<file path="src/include/timer_one_pkg.sv">
// Package for the 16-bit timer/counter: register offsets, field positions,
// reset values and timing counts.
// Assumes a 10 MHz core clock and a 32-bit Avalon-MM register port.
`default_nettype none
package timer_one_pkg;
  // ----------------------------------------------------------------
  // Register map (byte addresses)
  // ----------------------------------------------------------------
  localparam logic [7:0] CONTROL_OFFSET  = 8'h10;
  localparam logic [7:0] COUNT_LO_OFFSET = 8'h14;
  localparam logic [7:0] COUNT_HI_OFFSET = 8'h18;
  localparam logic [7:0] FLAGS_OFFSET    = 8'h1c;
  localparam logic [7:0] PIN_OFFSET      = 8'h20;
  // ----------------------------------------------------------------
  // Control fields
  // ----------------------------------------------------------------
  localparam int ON_BIT   = 0;
  localparam int CS_BIT   = 1;
  localparam int SYNC_BIT = 2;
  localparam int OSC_BIT  = 3;
  localparam int PS_LO    = 4;
  localparam int PS_HI    = 5;
  localparam logic [5:0] CONTROL_WMASK = 6'h3f;
  localparam logic [7:0] CONTROL_RESET = 8'h00;
  // Flags register fields
  localparam int FLAG_BIT = 0;
  localparam int IE_BIT   = 1;
  // ----------------------------------------------------------------
  // Timing
  // ----------------------------------------------------------------
  localparam int CLK_HZ          = 10_000_000;
  localparam int OSC_DIV         = 4;
  localparam int INSTR_HZ        = CLK_HZ / OSC_DIV;
  localparam int INSTR_CYCLES    = CLK_HZ / INSTR_HZ;
  localparam logic [1:0] INSTR_DIV_LAST = 2'(INSTR_CYCLES - 1);
  localparam logic [15:0] COUNT_MAX = 16'hffff;
  typedef enum logic [1:0] {
    IDLE_ST = 2'b00,
    READ_ST = 2'b01,
    ACK_ST  = 2'b11
  } bus_state_type;
endpackage : timer_one_pkg
`default_nettype wire

</file>
<file path="src/verilog/timer_one.sv">
// 16-bit timer/counter with control, count and flag registers on Avalon-MM.
// Assumes external clock pins are asynchronous to clk; the core clock is
// the oscillator, so the instruction clock is clk divided by four.
`default_nettype none
module timer_one
  import timer_one_pkg::*;
(
  input  wire logic        clk,
  input  wire logic        rst_n,
  input  wire logic [7:0]  address,
  input  wire logic        read,
  input  wire logic        write,
  input  wire logic [31:0] writedata,
  input  wire logic [3:0]  byteenable,
  output logic [31:0]      readdata,
  output logic             waitrequest,
  input  wire logic        ext_count_clock_pin,
  input  wire logic        osc_input_pin,
  input  wire logic        sleep_mode,
  input  wire logic        compare_one_reset,
  input  wire logic        compare_two_reset,
  input  wire logic [1:0]  port_direction_setting,
  input  wire logic [1:0]  port_out_value,
  output logic             osc_inverter_on,
  output logic             osc_input_pin_oe,
  output logic             osc_input_pin_out,
  output logic             osc_output_pin_oe,
  output logic             osc_output_pin_out,
  output logic             overflow_irq
);
  // ----------------------------------------------------------------
  // Registers
  // ----------------------------------------------------------------
  logic [5:0]    control_q;
  logic [15:0]   count_q;
  logic          overflow_flag_q;
  logic          overflow_irq_enable_q;
  logic [1:0]    instr_div_q;
  logic          ext_prev_q;
  logic          armed_q;
  logic          on_prev_q;
  logic          ccp_s1_q;
  logic          ccp_s2_q;
  logic [1:0]    pin_s1_q;
  logic [1:0]    pin_s2_q;
  bus_state_type bus_state_q;
  logic [7:0]    addr_q;
  logic [31:0]   readdata_q;

  logic counter_on;
  logic clock_source_select;
  logic sync_disable;
  logic osc_enable;
  logic [1:0] prescale_select;
  assign counter_on          = control_q[ON_BIT];
  assign clock_source_select = control_q[CS_BIT];
  assign sync_disable        = control_q[SYNC_BIT];
  assign osc_enable          = control_q[OSC_BIT];
  assign prescale_select     = control_q[PS_HI:PS_LO];

  // ----------------------------------------------------------------
  // Bus decode
  // ----------------------------------------------------------------
  logic wr_en;
  logic wr_ctrl;
  logic wr_lo;
  logic wr_hi;
  logic wr_flags;
  // A write lands at the edge where waitrequest is sampled low
  assign wr_en    = write && bus_state_q == ACK_ST && byteenable[0];
  assign wr_ctrl  = wr_en && address == CONTROL_OFFSET;
  assign wr_lo    = wr_en && address == COUNT_LO_OFFSET;
  assign wr_hi    = wr_en && address == COUNT_HI_OFFSET;
  assign wr_flags = wr_en && address == FLAGS_OFFSET;

  // ----------------------------------------------------------------
  // Input synchronizers
  // ----------------------------------------------------------------
  always_ff @(posedge clk or negedge rst_n) begin
    if (!rst_n) begin
      ccp_s1_q <= 1'b0;
      ccp_s2_q <= 1'b0;
      pin_s1_q <= 2'b00;
      pin_s2_q <= 2'b00;
    end else begin
      ccp_s1_q <= compare_one_reset || compare_two_reset;
      ccp_s2_q <= ccp_s1_q;
      pin_s1_q <= {osc_input_pin, ext_count_clock_pin};
      pin_s2_q <= pin_s1_q;
    end
  end

  // Source picked after the synchronizers; a raw pin mux could glitch
  logic ext_sync;
  assign ext_sync = osc_enable ? pin_s2_q[1] : pin_s2_q[0];

  // Idle level of both pins is low, so no false edge after reset
  always_ff @(posedge clk or negedge rst_n) begin
    if (!rst_n) begin
      ext_prev_q <= 1'b0;
    end else begin
      ext_prev_q <= ext_sync;
    end
  end

  logic ext_rise;
  logic ext_fall;
  assign ext_rise = ext_sync && !ext_prev_q;
  assign ext_fall = !ext_sync && ext_prev_q;

  // ----------------------------------------------------------------
  // Clock source and arming
  // ----------------------------------------------------------------
  // instruction clock
  always_ff @(posedge clk or negedge rst_n) begin
    if (!rst_n) begin
      instr_div_q <= 2'b00;
    end else begin
      instr_div_q <= (instr_div_q == INSTR_DIV_LAST) ? 2'b00 : instr_div_q + 2'b01;
    end
  end

  always_ff @(posedge clk or negedge rst_n) begin
    if (!rst_n) begin
      on_prev_q <= 1'b0;
      armed_q   <= 1'b0;
    end else begin
      on_prev_q <= counter_on && clock_source_select;
      if (!(counter_on && clock_source_select)) begin
        armed_q <= 1'b0;
      end else if (!on_prev_q) begin
        armed_q <= 1'b0;
      end else if (ext_fall) begin
        armed_q <= 1'b1;
      end
    end
  end

  logic src_tick;
  assign src_tick = clock_source_select ? (ext_rise && armed_q)
                                        : (instr_div_q == INSTR_DIV_LAST);

  logic pre_tick;
  prescale_divider u_prescale (
    .clk      (clk),
    .rst_n    (rst_n),
    .clear    (wr_lo || wr_hi),
    .tick_in  (src_tick && counter_on),
    .select   (prescale_select),
    .tick_out (pre_tick)
  );

  // sync path stops in sleep; async path keeps counting
  logic inc;
  assign inc = pre_tick &&
               (!clock_source_select || sync_disable || !sleep_mode);

  // compare reset, not in unsynchronized counter mode
  logic ccp_clear;
  assign ccp_clear = ccp_s2_q && !(clock_source_select && sync_disable);

  // ----------------------------------------------------------------
  // Counter
  // ----------------------------------------------------------------
  // 16-bit count
  always_ff @(posedge clk or negedge rst_n) begin
    if (!rst_n) begin
      count_q <= 16'h0000;
    end else if (wr_lo) begin
      count_q[7:0] <= writedata[7:0];
    end else if (wr_hi) begin
      count_q[15:8] <= writedata[7:0];
    end else if (ccp_clear) begin
      count_q <= 16'h0000;
    end else if (inc) begin
      count_q <= count_q + 16'h0001;
    end
  end

  // ----------------------------------------------------------------
  // Overflow and control
  // ----------------------------------------------------------------
  // Compare reset beats a wrap, so it never sets the flag
  logic wrap;
  assign wrap = inc && count_q == COUNT_MAX && !wr_lo && !wr_hi && !ccp_clear;

  always_ff @(posedge clk or negedge rst_n) begin
    if (!rst_n) begin
      overflow_flag_q       <= 1'b0;
      overflow_irq_enable_q <= 1'b0;
    end else begin
      if (wrap) begin
        overflow_flag_q <= 1'b1;
      end else if (wr_flags) begin
        overflow_flag_q <= writedata[FLAG_BIT];
      end
      if (wr_flags) begin
        overflow_irq_enable_q <= writedata[IE_BIT];
      end
    end
  end

  always_ff @(posedge clk or negedge rst_n) begin
    if (!rst_n) begin
      control_q <= CONTROL_RESET[5:0];
    end else if (wr_ctrl) begin
      control_q <= writedata[5:0] & CONTROL_WMASK;
    end
  end

  // ----------------------------------------------------------------
  // Register bus
  // ----------------------------------------------------------------
  function automatic logic [31:0] read_mux(input logic [7:0] a);
    logic [31:0] v;
    v = 32'h0000_0000;
    case (a)
      CONTROL_OFFSET:  v = {26'h0, control_q};
      COUNT_LO_OFFSET: v = {24'h0, count_q[7:0]};
      COUNT_HI_OFFSET: v = {24'h0, count_q[15:8]};
      FLAGS_OFFSET:    v = {30'h0, overflow_irq_enable_q, overflow_flag_q};
      // pins read zero with oscillator on
      PIN_OFFSET:      v = osc_enable ? 32'h0 : {30'h0, pin_s2_q};
      default:         v = 32'h0000_0000;
    endcase
    return v;
  endfunction : read_mux

  always_ff @(posedge clk or negedge rst_n) begin
    if (!rst_n) begin
      bus_state_q <= IDLE_ST;
      addr_q      <= 8'h00;
      readdata_q  <= 32'h0000_0000;
    end else begin
      case (bus_state_q)
        // Writes share the read path, so waitrequest can come from a flop
        IDLE_ST: begin
          if (read || write) begin
            addr_q      <= address;
            bus_state_q <= READ_ST;
          end
        end
        READ_ST: begin
          readdata_q  <= read_mux(addr_q);
          bus_state_q <= ACK_ST;
        end
        ACK_ST:  bus_state_q <= IDLE_ST;
        default: bus_state_q <= IDLE_ST;
      endcase
    end
  end

  // Every request waits two cycles; low only while the state is ACK_ST
  logic wait_q;
  always_ff @(posedge clk or negedge rst_n) begin
    if (!rst_n) begin
      wait_q <= 1'b1;
    end else begin
      wait_q <= !(bus_state_q == READ_ST);
    end
  end

  assign readdata    = readdata_q;
  assign waitrequest = wait_q;

  // ----------------------------------------------------------------
  // Pins and interrupt
  // ----------------------------------------------------------------
  logic       osc_on_q;
  logic [1:0] pin_oe_q;
  logic [1:0] pin_out_q;
  logic       irq_q;

  always_ff @(posedge clk or negedge rst_n) begin
    if (!rst_n) begin
      osc_on_q <= 1'b0;
    end else begin
      osc_on_q <= osc_enable;
    end
  end

  always_ff @(posedge clk or negedge rst_n) begin
    if (!rst_n) begin
      pin_oe_q  <= 2'b00;
      pin_out_q <= 2'b00;
    end else begin
      pin_oe_q  <= osc_enable ? 2'b00 : ~port_direction_setting;
      pin_out_q <= port_out_value;
    end
  end

  always_ff @(posedge clk or negedge rst_n) begin
    if (!rst_n) begin
      irq_q <= 1'b0;
    end else begin
      irq_q <= (overflow_flag_q || wrap) && overflow_irq_enable_q;
    end
  end

  assign osc_inverter_on    = osc_on_q;
  assign osc_input_pin_oe   = pin_oe_q[1];
  assign osc_input_pin_out  = pin_out_q[1];
  assign osc_output_pin_oe  = pin_oe_q[0];
  assign osc_output_pin_out = pin_out_q[0];
  assign overflow_irq       = irq_q;
endmodule : timer_one
`default_nettype wire

</file>
<file path="src/verilog/prescale_divider.sv">
// Two-bit-field prescaler: divides a one-cycle tick by 1, 2, 4 or 8.
// Assumes tick_in is a single-cycle pulse on clk.
`default_nettype none
module prescale_divider
  import timer_one_pkg::*;
(
  input  wire logic       clk,
  input  wire logic       rst_n,
  input  wire logic       clear,
  input  wire logic       tick_in,
  input  wire logic [1:0] select,
  output logic            tick_out
);
  logic [2:0] count_q;
  logic [2:0] last;

  always_comb begin
    case (select)
      2'b00:   last = 3'h0;
      2'b01:   last = 3'h1;
      2'b10:   last = 3'h3;
      default: last = 3'h7;
    endcase
  end

  always_ff @(posedge clk or negedge rst_n) begin
    if (!rst_n) begin
      count_q <= 3'h0;
    end else if (clear) begin
      count_q <= 3'h0;
    end else if (tick_in) begin
      count_q <= (count_q >= last) ? 3'h0 : count_q + 3'h1;
    end
  end

  assign tick_out = tick_in && !clear && (count_q >= last);
endmodule : prescale_divider
`default_nettype wire

</file>
<file path="config.mk">
export PLATFORM = sky130hd
export DESIGN_NAME = timer_one
export DESIGN_NICKNAME = d
export VERILOG_FILES = /design/src/include/timer_one_pkg.sv /design/src/verilog/timer_one.sv /design/src/verilog/prescale_divider.sv
export SDC_FILE = /design/constraint.sdc
export NUM_CORES = 1
export LEC_CHECK = 0
export BUFFER_PORTS_ARGS = -buffer_cell sky130_fd_sc_hd__buf_2
export CAP_MARGIN = 10
export CORE_MARGIN = 10
export CORE_UTILIZATION = 50
export DETAILED_ROUTE_END_ITERATION = 8
export GPL_TIMING_DRIVEN = 0
export PLACE_DENSITY = 0.79
export SLEW_MARGIN = 20
export SYNTH_ARGS = -nofsm -noshare
export SYNTH_HDL_FRONTEND = slang
export SYNTH_SLANG_ARGS = --single-unit
</file>
<file path="constraint.sdc">
create_clock -name clk -period 4.35 [get_ports clk]
set_clock_uncertainty 0.2 [all_clocks]
set_input_delay 0.87 -clock clk [delete_from_list [all_inputs] [get_ports clk]]
set_output_delay 0.87 -clock clk [all_outputs]
set_load 0.03 [all_outputs]
</file>
Word level (Yosys, flattened, before mapping)
Cells that the tools add are included.
W data, S select, Z words.
Cells by class
  reduce and logical (&&, ||, !) cells: 46
  add/sub/neg operators: 3
  mux-type cells: 22
  equal/unequal tests: 18
  magnitude comparators: 1
  bitwise gates (word level): 2
Operators by type and width (number)
  $eq A8 B5 Y1 const B: 8
  $pmux W8 S5: 1
  $mux W16: 2
  $mux W8: 3
  $logic_and A1 B1 Y1: 21
  $add A16 B1 Y16 const B: 1
  $eq A16 B16 Y1 const B: 1
  $logic_not A1 Y1: 10
  $mux W3: 3
  $pmux W3 S3: 1
  $eq A8 B6 Y1 const B: 1
  $mux W2: 4
  $mux W1: 7
  $eq A2 B2 Y1 const B: 3
  $logic_or A1 B1 Y1: 6
  $reduce_and A2 Y1: 3
  $reduce_bool A3 Y1: 2
  $eq A2 B1 Y1 const B: 2
  $logic_not A2 Y1: 2
  $ne A2 B2 Y1 const B: 2
  $pmux W2 S2: 1
  $reduce_bool A2 Y1: 2
  $add A3 B1 Y3 const B: 1
  $ge A3 B3 Y1: 1
  other kinds (4): 4
Storage, ports and cells
  bits in registers: 87
  word-level logic and storage cells: 114

Longest topological paths before layout
Gate-level depths: netlist (run 1).
  word-level depth: 15
  gate-level depth with buffers: 9
  depth with buffers taken out: 8

Hierarchy
A second synthesis (run 1) with hierarchy kept.
Second synthesis, totals
  cell total of the unflattened synthesis: 337
  area, all modules: 3419.5 um2
Modules (own cells, without submodules)
  timer_one: cells an instance 310, instances 1, area each 3153.0 um2
  prescale_divider: cells an instance 27, instances 1, area each 266.5 um2

Worst setup path before layout (run 1)
OpenSTA, ideal clock, no wires.
  kind: input -> register
  start point: input address[1]
  end point: register count_q[2]
  library setup time: 0.141 ns
  setup slack: 1.822 ns
  data arrival time: 2.187 ns
  stages: 7
  data required time: 4.009 ns
  cell sequence: nor4b_4 nand2_2 o31a_1 a211o_1 buf_6 nand2_2 o311ai_1
On the way
  word-level cells in the longest chain between the ends: 9
Ends and longest elaborated chain
  start: declaration: RTL line timer_one.sv:10  | input wire logic [7:0] address,
  $eq A8 B5 Y1 (on tied branches): RTL line timer_one.sv:72, timer_one.sv:73
  $logic_and A1 B1 Y1 (on tied branches): RTL line timer_one.sv:72, timer_one.sv:73
  $logic_or A1 B1 Y1: RTL line timer_one.sv:147  | .clear (wr_lo || wr_hi),
  $logic_not A1 Y1: RTL line prescale_divider.sv:36  | assign tick_out = tick_in && !clear && (count_q >= last);
  $logic_and A1 B1 Y1 (2 in a row): RTL line prescale_divider.sv:36
  $logic_and A1 B1 Y1: RTL line timer_one.sv:155  | assign inc = pre_tick &&
  $reduce_bool A3 Y1 (no source line)
  $reduce_and A2 Y1 (no source line)
  end signal: assignment: RTL line timer_one.sv:170  | count_q[7:0] <= writedata[7:0];
  end signal: assignment: RTL line timer_one.sv:176  | count_q <= count_q + 16'h0001;
  end: declaration: RTL line timer_one.sv:35  | logic [15:0] count_q;
Parallel ways exist; a longest one is shown, timed or not.
A chain may end at the register's enable or synchronous reset.

Worst setup path in the final report (run 1)
  start point: register control_q[5]
  end point: register count_q[2]
On the way
  word-level cells in the longest chain between the ends: 7
Ends and longest elaborated chain
  start: declaration: RTL line timer_one.sv:34  | logic [5:0] control_q;
  start signal: assignment: RTL line timer_one.sv:205  | control_q <= CONTROL_RESET[5:0];
  start signal: assignment: RTL line timer_one.sv:207  | control_q <= writedata[5:0] & CONTROL_WMASK;
  $eq A2 B2 Y1, or another cell as far along: RTL line prescale_divider.sv:18  | case (select)
  $pmux W3 S3 *: RTL line prescale_divider.sv:18
  $ge A3 B3 Y1 *: RTL line prescale_divider.sv:36
  $logic_and A1 B1 Y1 *: RTL line prescale_divider.sv:36
  $logic_and A1 B1 Y1 *: RTL line timer_one.sv:155
  $reduce_bool A3 Y1 (no source line) *
  $reduce_and A2 Y1 (no source line) *
Mark *: on every way between the ends. The rest lies on a longest branch, timed or not.

==> metrics.cfg, run 1 <==
[status]
outcome=finished, final reports clean

[clock_tree]
clkLatencyLatePin_ns=0.34
max-clock-path-buffers=2
ctsResizeCount=0
root_buffer=clkbuf_8
clock-sinks=63
cts_tree=yes
cts-buffers-inserted=9
hold_buffers=0
path_clk_slew_ns=0.07
cts.htree.levels=3
post_cts.repair.setup_buffers=0

[drt]
first_iter_violations=217
via_count=2753
post_drt_wl_per_cell_um=16.48
routed_wl_um=8254
first_pass_iters=5
drcViolationCount=0
avgViaCountPerCell=5.495
drtAntennaViolNets=0

[finish]
antenna_cells=0
nets=482
syn_to_final_growth_pct=18.13
utilization_pct=61.84
layout-drive-gt1-share_pct=29.01

[sta]
fmax_ghz=0.3812
slew_violations=0
tightest_slew_ns=0.7802
setup_viol=0
setup-tns-final_ns=0
min_period_ns=2.623
whs_ns=0.1503
relSlewSlack_pct=47.98
finalCritPeriodShare_pct=60.30
final_hold_viol_count=0
rsz0062_at_grt=no

[min_path]
hp-start=pin_s1_q[1]
min_path_cells=0
min_to=pin_s2_q[1]
hold_class=reg2reg

[yosys]
synth_seq_cells=63
ys_top_cells_by_area=dfrtp_1, buf_4, mux2_2, a21oi_1, nand2_1
synth_xor_area_share_pct=0
synth-simple-area-share_pct=20.24
synthesis.area_mm2=0.003381
synthDistinctLibCells=58
synth_mux_area_share_pct=7.587
yosys.area.top_type=dfrtp_1
synth_compound_area_share_pct=15.58
synth_edf_count=0
synth-seq-area-share_pct=46.67
synth_top_area_share_pct=45.89
synth_top_family_by_area=simple AND/OR/NAND/NOR gates
yosys_warnings=0
syn_inst=341
syn_avg_cell_area_um2=9.914
post_synth_fa_ha_maj_area_fraction_pct=2.221
ys.flop_type=dfrtp_1
synth-async-reset-ratio_pct=100.0

[critical_path]
start_kind=flip-flop
r2r_end=count_q[2]
crit_slowest_cell=a211o_1
cp_top_family=compound AO/OA/AOI/OAI gates
r2r_slack_ns=1.73
timing.rr.start=control_q[5]
crit_arrival_ns=2.63
end_kind=flip-flop
cp.buffers_inverters=1
cp_max_fo=10
worstPathRequired_ns=4.35
cp_cell_sequence=or2_2 -> ha_1 -> nor2b_1 -> o21ai_2 -> nand3_2 -> a211o_1 -> buf_6 -> nand2_2 -> o311ai_1
r2r_cells=9
max_stage_delay_ns=0.41
criticalPathCategory=reg2reg

[power_and_ir_drop]
p_switching_uw=481.2
pwr-share-seq_pct=44.2
power.density_mw_per_mm2=392.4
swShare_pct=30.71
p_clk_share_pct=33.4
power_frac_comb_pct=22.3
power.internal_uw=1086
leakage_uw=0.001865
irDropWorstVdd_mv=0.1921
p_total_uw=1567

[die]
core-area_mm2=0.006459
io_pins=96
rows=29
fp.dieW_um=102.2
initial_core_util_pct=52.34
dieArea_mm2=0.01045
die_h_um=102.2

[global_routing]
grt_usage_pct=16.04
grt_first_pass_wirelength_um=13140
first_global_vias=2681
antenna_found_initial=0
overflow=0
grt_max_degree=64

[placed_design]
portBuffers=44
dpl.hpwl_um=6318
gp_congestion=0.9310

[job]
maxCapViolCount=0

-- routing by layer --
layer,global-route usage (%),vias to the layer above,part of all wire [%]
li1,-,1345,-
met1,19.78,1296,44
met2,26.42,102,48
met3,4.791,10,7.4
met4,5.098,0,0.91
met5,0,-,0
-- state kept, by name (all words and copies together), names as in the netlist, 2 cells and up --
name	cells
pin_out_q	2
bus_state_q	2
instr_div_q	2
pin_s2_q	2
control_q	6
pin_s1_q	2
readdata	8
count_q	16
addr_q	8
pin_oe_q	2
u_prescale.count_q	3
-- worst reg2reg max path: stages, from the launching register on --
cell and delay (ns):
dfrtp_1 0.40, or2_2 0.31, ha_1 0.27, nor2b_1 0.04, o21ai_2 0.27, nand3_2 0.23
a211o_1 0.41, buf_6 0.19, nand2_2 0.06, o311ai_1 0.09
-- how the worst max path moves through the flow --
| stage | from | endpoint | depth (start not counted) |
|---|---|---|---|
| floorplan | address[1] | count_q[2] | 7 |
| global placement | address[1] | control_q[3] | 5 |
| detailed placement | address[1] | control_q[3] | 5 |
| CTS | control_q[5] | count_q[2] | 9 |
| global route | control_q[4] | count_q[2] | 9 |
| finish | control_q[5] | count_q[2] | 9 |
-- placed cells by master (no fill, tap or decap), types with 3 or more instances in the layout --
| cell | synthesis | layout |
|---|---|---|
| buf_4 | 25 | 26 |
| ha_1 | 6 | 6 |
| dfrtp_1 | 62 | 62 |
| nor3_1 | 11 | 11 |
| and2_1 | 5 | 5 |
| nor4_1 | 3 | 3 |
| a311oi_1 | 3 | 3 |
| o22a_1 | 5 | 5 |
| mux2i_1 | 4 | 4 |
| o21ai_1 | 7 | 7 |
| o21ai_2 | 3 | 3 |
| nand3_1 | 7 | 7 |
| inv_1 | 7 | 7 |
| conb_1 | 1 | 24 |
| nand4_1 | 4 | 4 |
| nor3b_1 | 5 | 5 |
| buf_2 | 1 | 44 |
| nor2b_1 | 4 | 4 |
| mux2_2 | 14 | 14 |
| o21ai_0 | 20 | 20 |
| a21oi_1 | 25 | 25 |
| clkbuf_8 | 0 | 11 |
| clkbuf_1 | 4 | 4 |
| and3_1 | 7 | 7 |
| nand2_1 | 32 | 32 |
| nor2_1 | 29 | 29 |
| a31oi_1 | 4 | 4 |
-- Yosys cell counts, types with 5 or more instances --
cell type and number:
and2_1 5, nor2_1 29, mux2_2 14, o22a_1 5, dfrtp_1 62, o21ai_0 20, nand2_1 32, o21ai_1 7
ha_1 6, a21oi_1 25, nand3_1 7, nor3b_1 5, inv_1 7, nor3_1 11, and3_1 7, buf_4 25
-- layout make-up --
type	instances	area, um2
sequential	63	1578
inverter	7	26.28
buffer	32	230.2
multi-input combinational	262	1633
clock buffer	11	151.4
fill	563	2465
tap	77	96.34
timing repair buffer	44	222.7
clock inverter	5	56.30
-- power groups by stage --
| stage | Combinational [uW] | Sequential (uW) | Clock [uW] |
|---|---|---|---|
| global route | 384 | 702 | 556 |
| global placement | 338 | 700 | 0 |
| detailed placement | 349 | 703 | 0 |
| finish | 350 | 693 | 524 |
| floorplan | 243 | 710 | 0 |
| CTS | 350 | 694 | 537 |
-- through the flow --
step	area, um2	cells	setup slack [ns]
final	3994	501	1.727
after floorplan	3467	364	1.822
after CTS	3994	501	1.729
after global routing	3994	501	1.601
after detailed placement	3786	485	1.398
after global placement	3784	485	1.396
-- logic make-up after synthesis --
group / Yosys count
other: 1
buffers and inverters: 39
AO/OA/AOI/OAI: 84
flip-flops: 63
multiplexers: 21
adder cells (fa/ha/maj): 6
AND/OR/NAND/NOR: 127
No activity file was read; power rests on OpenSTA's default activity.
==> run 2, diff against run 1 <==
ABC_AREA = 1   (was default)
PLACE_DENSITY = 0.78   (was 0.79)
clock period = 2.43 ns   (was 4.35 ns; I/O delays follow)
==> run 2 against run 1 <==
  * Routed wire length is 7.0% higher
  * Area after synthesis is 8.3% higher
  * Register-to-register slack worse by 1.5 ns
  * Hold slack worse by 0.13 ns
  * Non-clock buffer count is 3 lower
==> metrics.cfg, run 2 <==
[status]
outcome=finished, final reports clean

[yosys]
yosys.cell_count.top_type=nand2_1
synth_edf_count=0  ; unchanged
ys_top_cells_by_area=dfrtp_1, nand2_1, nand3_1, buf_4, inv_1
synth_seq_cells=63  ; unchanged
synth_top_area_share_pct=42.36  ; -3.5 points
yosys.area.top_type=dfrtp_1
ys.flop_type=dfrtp_1
synth-async-reset-ratio_pct=100.0  ; unchanged
syn_avg_cell_area_um2=7.710  ; -22%
yosys_warnings=0  ; unchanged
synth-seq-area-share_pct=43.08  ; -3.6 points
syn_inst=475  ; +39%
synthDistinctLibCells=39  ; -33%
yosys-top-cells-count=nand2_1, dfrtp_1, inv_1, nand3_1, nor2_1
synthesis.area_mm2=0.003662  ; +8.3%

[critical_path]
criticalPathCategory=reg2reg
cp_max_fo=9  ; -1
cpMostUsedCell=nand2_1
crit_slowest_cell=dfrtp_1
cp_top_family=simple AND/OR/NAND/NOR gates
crit_arrival_ns=2.20  ; -0.43 ns
cp.buffers_inverters=1  ; unchanged
start_kind=flip-flop
max_stage_delay_ns=0.40  ; about the same
end_kind=flip-flop
cp_cell_sequence=or2_2 -> ha_1 -> nand3_1 -> nand3_1 -> nand2_1 -> inv_1 -> nand3_4 -> nand3_4 -> nand2_4 -> nand2_1 -> nand2_1
worstPathRequired_ns=2.47  ; -1.88 ns

[drt]
first_pass_iters=5  ; unchanged
post_drt_wl_per_cell_um=13.45  ; -18%
first_iter_violations=178  ; -18%
routed_wl_um=8834  ; +7.0%
avgViaCountPerCell=4.830  ; -12%
via_count=3173  ; +15%
drcViolationCount=0  ; unchanged
drtAntennaViolNets=0  ; unchanged

[finish]
largest_register_ffs=16  ; unchanged
layout_common_cells=nand2_1, dfrtp_1, inv_1, nand3_1, buf_2
antenna_cells=0  ; unchanged
layout_commonest_cell=nand2_1
layout-drive-gt1-share_pct=21.51  ; -7.5 points
regMostFlops=count_q
nets=616  ; +28%
fill_cells=663  ; +18%
syn_to_final_growth_pct=18.00

[die]
dieArea_mm2=0.01115  ; +6.7%
core-area_mm2=0.007176  ; +11%
io_pins=96  ; unchanged
initial_core_util_pct=51.04  ; -1.3 points
fp.dieW_um=105.6  ; +3.3%
die_h_um=105.6  ; +3.3%
rows=31  ; +6.9%

[clock_tree]
clkLatencyLatePin_ns=0.35  ; about the same
post_cts.repair.setup_buffers=0  ; unchanged
root_buffer=clkbuf_8
max-clock-path-buffers=2  ; unchanged
cts-buffers-inserted=9  ; unchanged
ctsResizeCount=0  ; unchanged
path_clk_slew_ns=0.08  ; about the same
cts_tree=yes
hold_buffers=0  ; unchanged
cts.htree.levels=3  ; unchanged
clock-sinks=63  ; unchanged

[sta]
rsz0062_at_grt=no
final_hold_viol_count=0  ; unchanged
slew_violations=0  ; unchanged
finalCritPeriodShare_pct=89.22  ; +29 points
setup-tns-final_ns=0  ; unchanged
relSlewSlack_pct=47.30  ; -0.68 points
fmax_ghz=0.4613  ; +21%
tightest_slew_ns=0.7905  ; +0.01026 ns
whs_ns=0.01984  ; -0.1305 ns
min_period_ns=2.168  ; -0.4551 ns
setup_viol=0  ; unchanged

[placed_design]
gp_congestion=0.9147  ; -1.8%
dpl.hpwl_um=6901  ; +9.2%
portBuffers=44  ; unchanged

[power_and_ir_drop]
power.density_mw_per_mm2=663.8  ; +69%
p_total_uw=2869  ; +83%
leakage_uw=0.002253  ; +21%
irDropWorstVdd_mv=0.3981  ; +110%

[job]
maxCapViolCount=0  ; unchanged

[global_routing]
grt_usage_pct=16.37  ; +0.33 points
grt_max_degree=64  ; unchanged
overflow=0  ; unchanged
use_met1_pct=19.82  ; +0.045 points
first_global_vias=3187  ; +19%
grt_util_met2_pct=26.67  ; +0.25 points
grt_first_pass_wirelength_um=15090  ; +15%
top_usage_layer=met2
met3_usage_pct=4.324  ; -0.47 points
antenna_found_initial=0  ; unchanged

[min_path]
hold_class=in2async

-- run 2: changes by cell type after synthesis, moves of 5 or more --
cell and change:
nand2_4 +5, and2_1 -5, a21oi_1 -20, nor3b_1 -5
mux2_2 -14, and3_1 -7, nand3_1 +40, inv_1 +40
o21ai_0 +9, o22ai_1 +7, o22a_1 -5, nand2_1 +120
-- run 2: where the power goes --
part | internal [uW] | total [uW] | switching (uW)
Clock | 590 | 1040 | 455
Combinational | 173 | 586 | 413
Sequential | 1160 | 1240 | 74.6
-- run 2: final cells by class --
class	count	area, um2	area share, %
buffer	29	215.2	4.980
multi-input combinational	353	1755	40.62
inverter	53	200.2	4.632
clock buffer	9	123.9	2.866
clock inverter	7	102.6	2.374
timing repair buffer	44	222.7	5.153
tap	99	123.9	2.866
sequential	63	1578	36.51
-- run 2: final timing paths --
check / from / depth (start not counted) / slack [ns] / endpoint
worst max-delay path: control_q[5] / 11 / 0.26 / count_q[11]
worst min register to register: ccp_s1_q / 0 / 0.15 / ccp_s2_q
min in group clk: port_out_value[0] / 1 / 0.04 / pin_out_q[0]
worst max register to register: control_q[5] / 11 / 0.26 / count_q[11]
max in group asynchronous: rst_n / 1 / 1.49 / readdata[6]
worst min-delay path: rst_n / 1 / 0.02 / addr_q[5]
-- run 2: per-layer routing --
metal	up-vias	share of wire [%]
li1	1622	-
met3	14	7.6
met2	98	48
met1	1439	43
met4	0	2.3
met5	-	0
-- run 2: cell families (layout without fill, tap and decap cells) --
family                   Yosys count  after routing  share of synthesized area, %
adder cells (fa/ha/maj)            6              6                         2.050
AND/OR/NAND/NOR                  266            266                         34.06
AO/OA/AOI/OAI                     52             52                         8.165
flip-flops                        63             63                         43.08
buffers and inverters             82            142                         11.34
XOR/XNOR                           5              5                         1.196
other                              1             24                        0.1024
-- run 2: metrics by stage --
step           cell area (um2)  util [%]  setup slack, ns  std cells
4_1_cts                   4322     60.23           0.2571        657
5_1_grt                   4322     60.23           0.1518        657
3_3_place_gp              4093     57.04           0.3164        641
6_report                  4322     60.23           0.2620        657
2_1_floorplan             3749         -           0.5087        498
3_5_place_dp              4095     57.07           0.2620        641
==> run 3, diff against run 2 <==
CORE_UTILIZATION = 24   (was 50)
PLACE_DENSITY = 0.45   (was 0.78)
SLEW_MARGIN = 25   (was 20)
==> run 3 against run 2 <==
  * Sequential cell count stayed put
  * Register-to-register slack about the same
  * Combinational power increased by 3%
  * Power increased by 8.5%
  * Clock power grew 22%
  * Worst setup slack better by 0.0048 ns
  * Via count shrank 0.95%
  * Routed wire length increased by 14%
  * Maximum frequency up 0.22%
  * Non-clock buffer count is 2 higher
  * Largest cell class unchanged
==> metrics.cfg, run 3 (same netlist as run 2, synthesis figures left out) <==
[sta]
setup_viol=0  ; unchanged
fmax_ghz=0.4623  ; +0.22%
finalCritPeriodShare_pct=89.02  ; -0.20 points
setup-tns-final_ns=0  ; unchanged
final_hold_viol_count=0  ; unchanged
rsz0062_at_grt=no
slew_violations=0  ; unchanged
min_period_ns=2.163  ; -0.004812 ns

[clock_tree]
cts-buffers-inserted=9  ; unchanged
max-clock-path-buffers=2  ; unchanged
path_clk_slew_ns=0.06  ; -0.02 ns
cts_tree=yes
post_cts.repair.setup_buffers=0  ; unchanged
clock-sinks=63  ; unchanged
root_buffer=clkbuf_16
cts.htree.levels=3  ; unchanged
clkLatencyLatePin_ns=0.33  ; -0.02 ns

[finish]
largest_register_ffs=16  ; unchanged
ff_latch_area_mm2=0.001578  ; unchanged
regMostFlops=count_q
layout_commonest_cell=nand2_1
layout-drive-gt1-share_pct=21.43  ; -0.077 points
syn_to_final_growth_pct=23.61
layout_common_cells=nand2_1, dfrtp_1, inv_1, nand3_1, buf_2
antenna_cells=0  ; unchanged
fill_cells=1652  ; +150%
multi_input_area_mm2=0.001755  ; unchanged
nets=618  ; +0.32%

[critical_path]
crit_arrival_ns=2.19  ; about the same
r2r_end=count_q[9]
criticalPathCategory=reg2reg
r2r_slack_ns=0.27  ; about the same
r2r_cells=11  ; unchanged
timing.rr.start=control_q[4]
end_kind=flip-flop
start_kind=flip-flop
cp_max_fo=9  ; unchanged
worstPathRequired_ns=2.45  ; -0.02 ns

[status]
outcome=finished, final reports clean

[drt]
routed_wl_um=10050  ; +14%
avgViaCountPerCell=4.202  ; -13%
first_iter_violations=143  ; -20%
via_count=3143  ; -0.95%
drcViolationCount=0  ; unchanged
drtAntennaViolNets=0  ; unchanged
first_pass_iters=5  ; unchanged
post_drt_wl_per_cell_um=13.44  ; about the same

[global_routing]
antenna_found_initial=0  ; unchanged
grt_usage_pct=9.870  ; -6.5 points
overflow=0  ; unchanged
first_global_vias=3120  ; -2.1%
met3_usage_pct=2.343  ; -2.0 points
grt_first_pass_wirelength_um=15840  ; +4.9%
grt_util_met2_pct=15.90  ; -11 points
grt_max_degree=43  ; -33%
top_usage_layer=met2
use_met1_pct=12.29  ; -7.5 points

[min_path]
min_to=pin_out_q[1]
hold_class=in2reg
hp-start=port_out_value[1]
min_path_cells=1

[power_and_ir_drop]
leakage_uw=0.002298  ; +2.0%
irDropWorstVdd_mv=0.3068  ; -23%
power.density_mw_per_mm2=687.7  ; +3.6%
p_total_uw=3113  ; +8.5%

[placed_design]
portBuffers=44  ; unchanged
gp_congestion=0.8963  ; -2.0%
dpl.hpwl_um=8085  ; +17%

[die]
rows=45  ; +45%
dieArea_mm2=0.02060  ; +85%
die_h_um=143.5  ; +36%
initial_core_util_pct=24.27  ; -27 points
core-area_mm2=0.01509  ; +110%
fp.dieW_um=143.5  ; +36%
io_pins=96  ; unchanged

[job]
maxCapViolCount=0  ; unchanged

[run 3: changes by cell type in the layout (fill, tap and decap cells not counted), sizes merged]
cell,change
clkinv,+3
buf,+1
bufinv,-1
dlygate4sd3,+1
inv,-3
clkbuf,+1
[run 3: power by group]
| group | total (uW) | switching, uW | internal, uW |
|---|---|---|---|
| clock network | 1270 | 481 | 790 |
| logic | 602 | 425 | 177 |
| registers | 1240 | 74.4 | 1170 |
| total | 3110 | 980 | 2130 |
[run 3: layer usage]
layer  share of wire (%)  vias to the layer above
met1                  46                     1442
li1                    -                     1633
met3                 5.4                       10
met5                   0                        -
met4                 1.9                        0
met2                  47                       58
[run 3: worst max path at each step]
stage	slack (ns)	cells past startpoint	startpoint	to
global route	0.1	11	control_q[4]	count_q[11]
global placement	0.27	11	control_q[4]	count_q[9]
floorplan	0.51	11	control_q[5]	count_q[11]
detailed placement	0.25	11	control_q[4]	count_q[9]
finish	0.27	11	control_q[4]	count_q[9]
CTS	0.24	11	control_q[4]	count_q[9]
[run 3: layout make-up]
class	count	area share, %
flip-flops and latches	63	34.85
multi-input cells	353	38.78
repair buffers	46	5.583
inverters	53	4.422
clock inverters	6	1.354
clock buffers	10	5.058
plain buffers	29	4.754
well taps	188	5.196
[run 3: what timing repair did]
action                                 4_1_cts  5_1_grt
hold buffers                                 1        0
setup endpoints to repair                    0        0
endpoints found under the hold margin       21        0
gates resized for setup                      0        0
[run 3: critical path, stage by stage, from the launching register on]
cell and delay, ns:
dfrtp_1 0.41, or2_2 0.28, ha_1 0.27, nand3_1 0.07, nand3_1 0.12, nand2_1 0.06
inv_1 0.10, nand3_4 0.11, nand3_4 0.16, nand2_4 0.12, nand2_1 0.09, nand2_1 0.05
[run 3: stage by stage]
step	hold slack [ns]	area [um2]	setup slack [ns]	std cells	utilization (%)
2_1_floorplan	-0.009591	3749	0.5087	498	-
3_3_place_gp	0.1320	4204	0.2732	730	27.86
3_5_place_dp	0.1379	4227	0.2497	731	28.01
4_1_cts	0.04920	4527	0.2403	748	30.00
5_1_grt	0.04409	4527	0.09663	748	30.00
6_report	0.05583	4527	0.2668	748	30.00
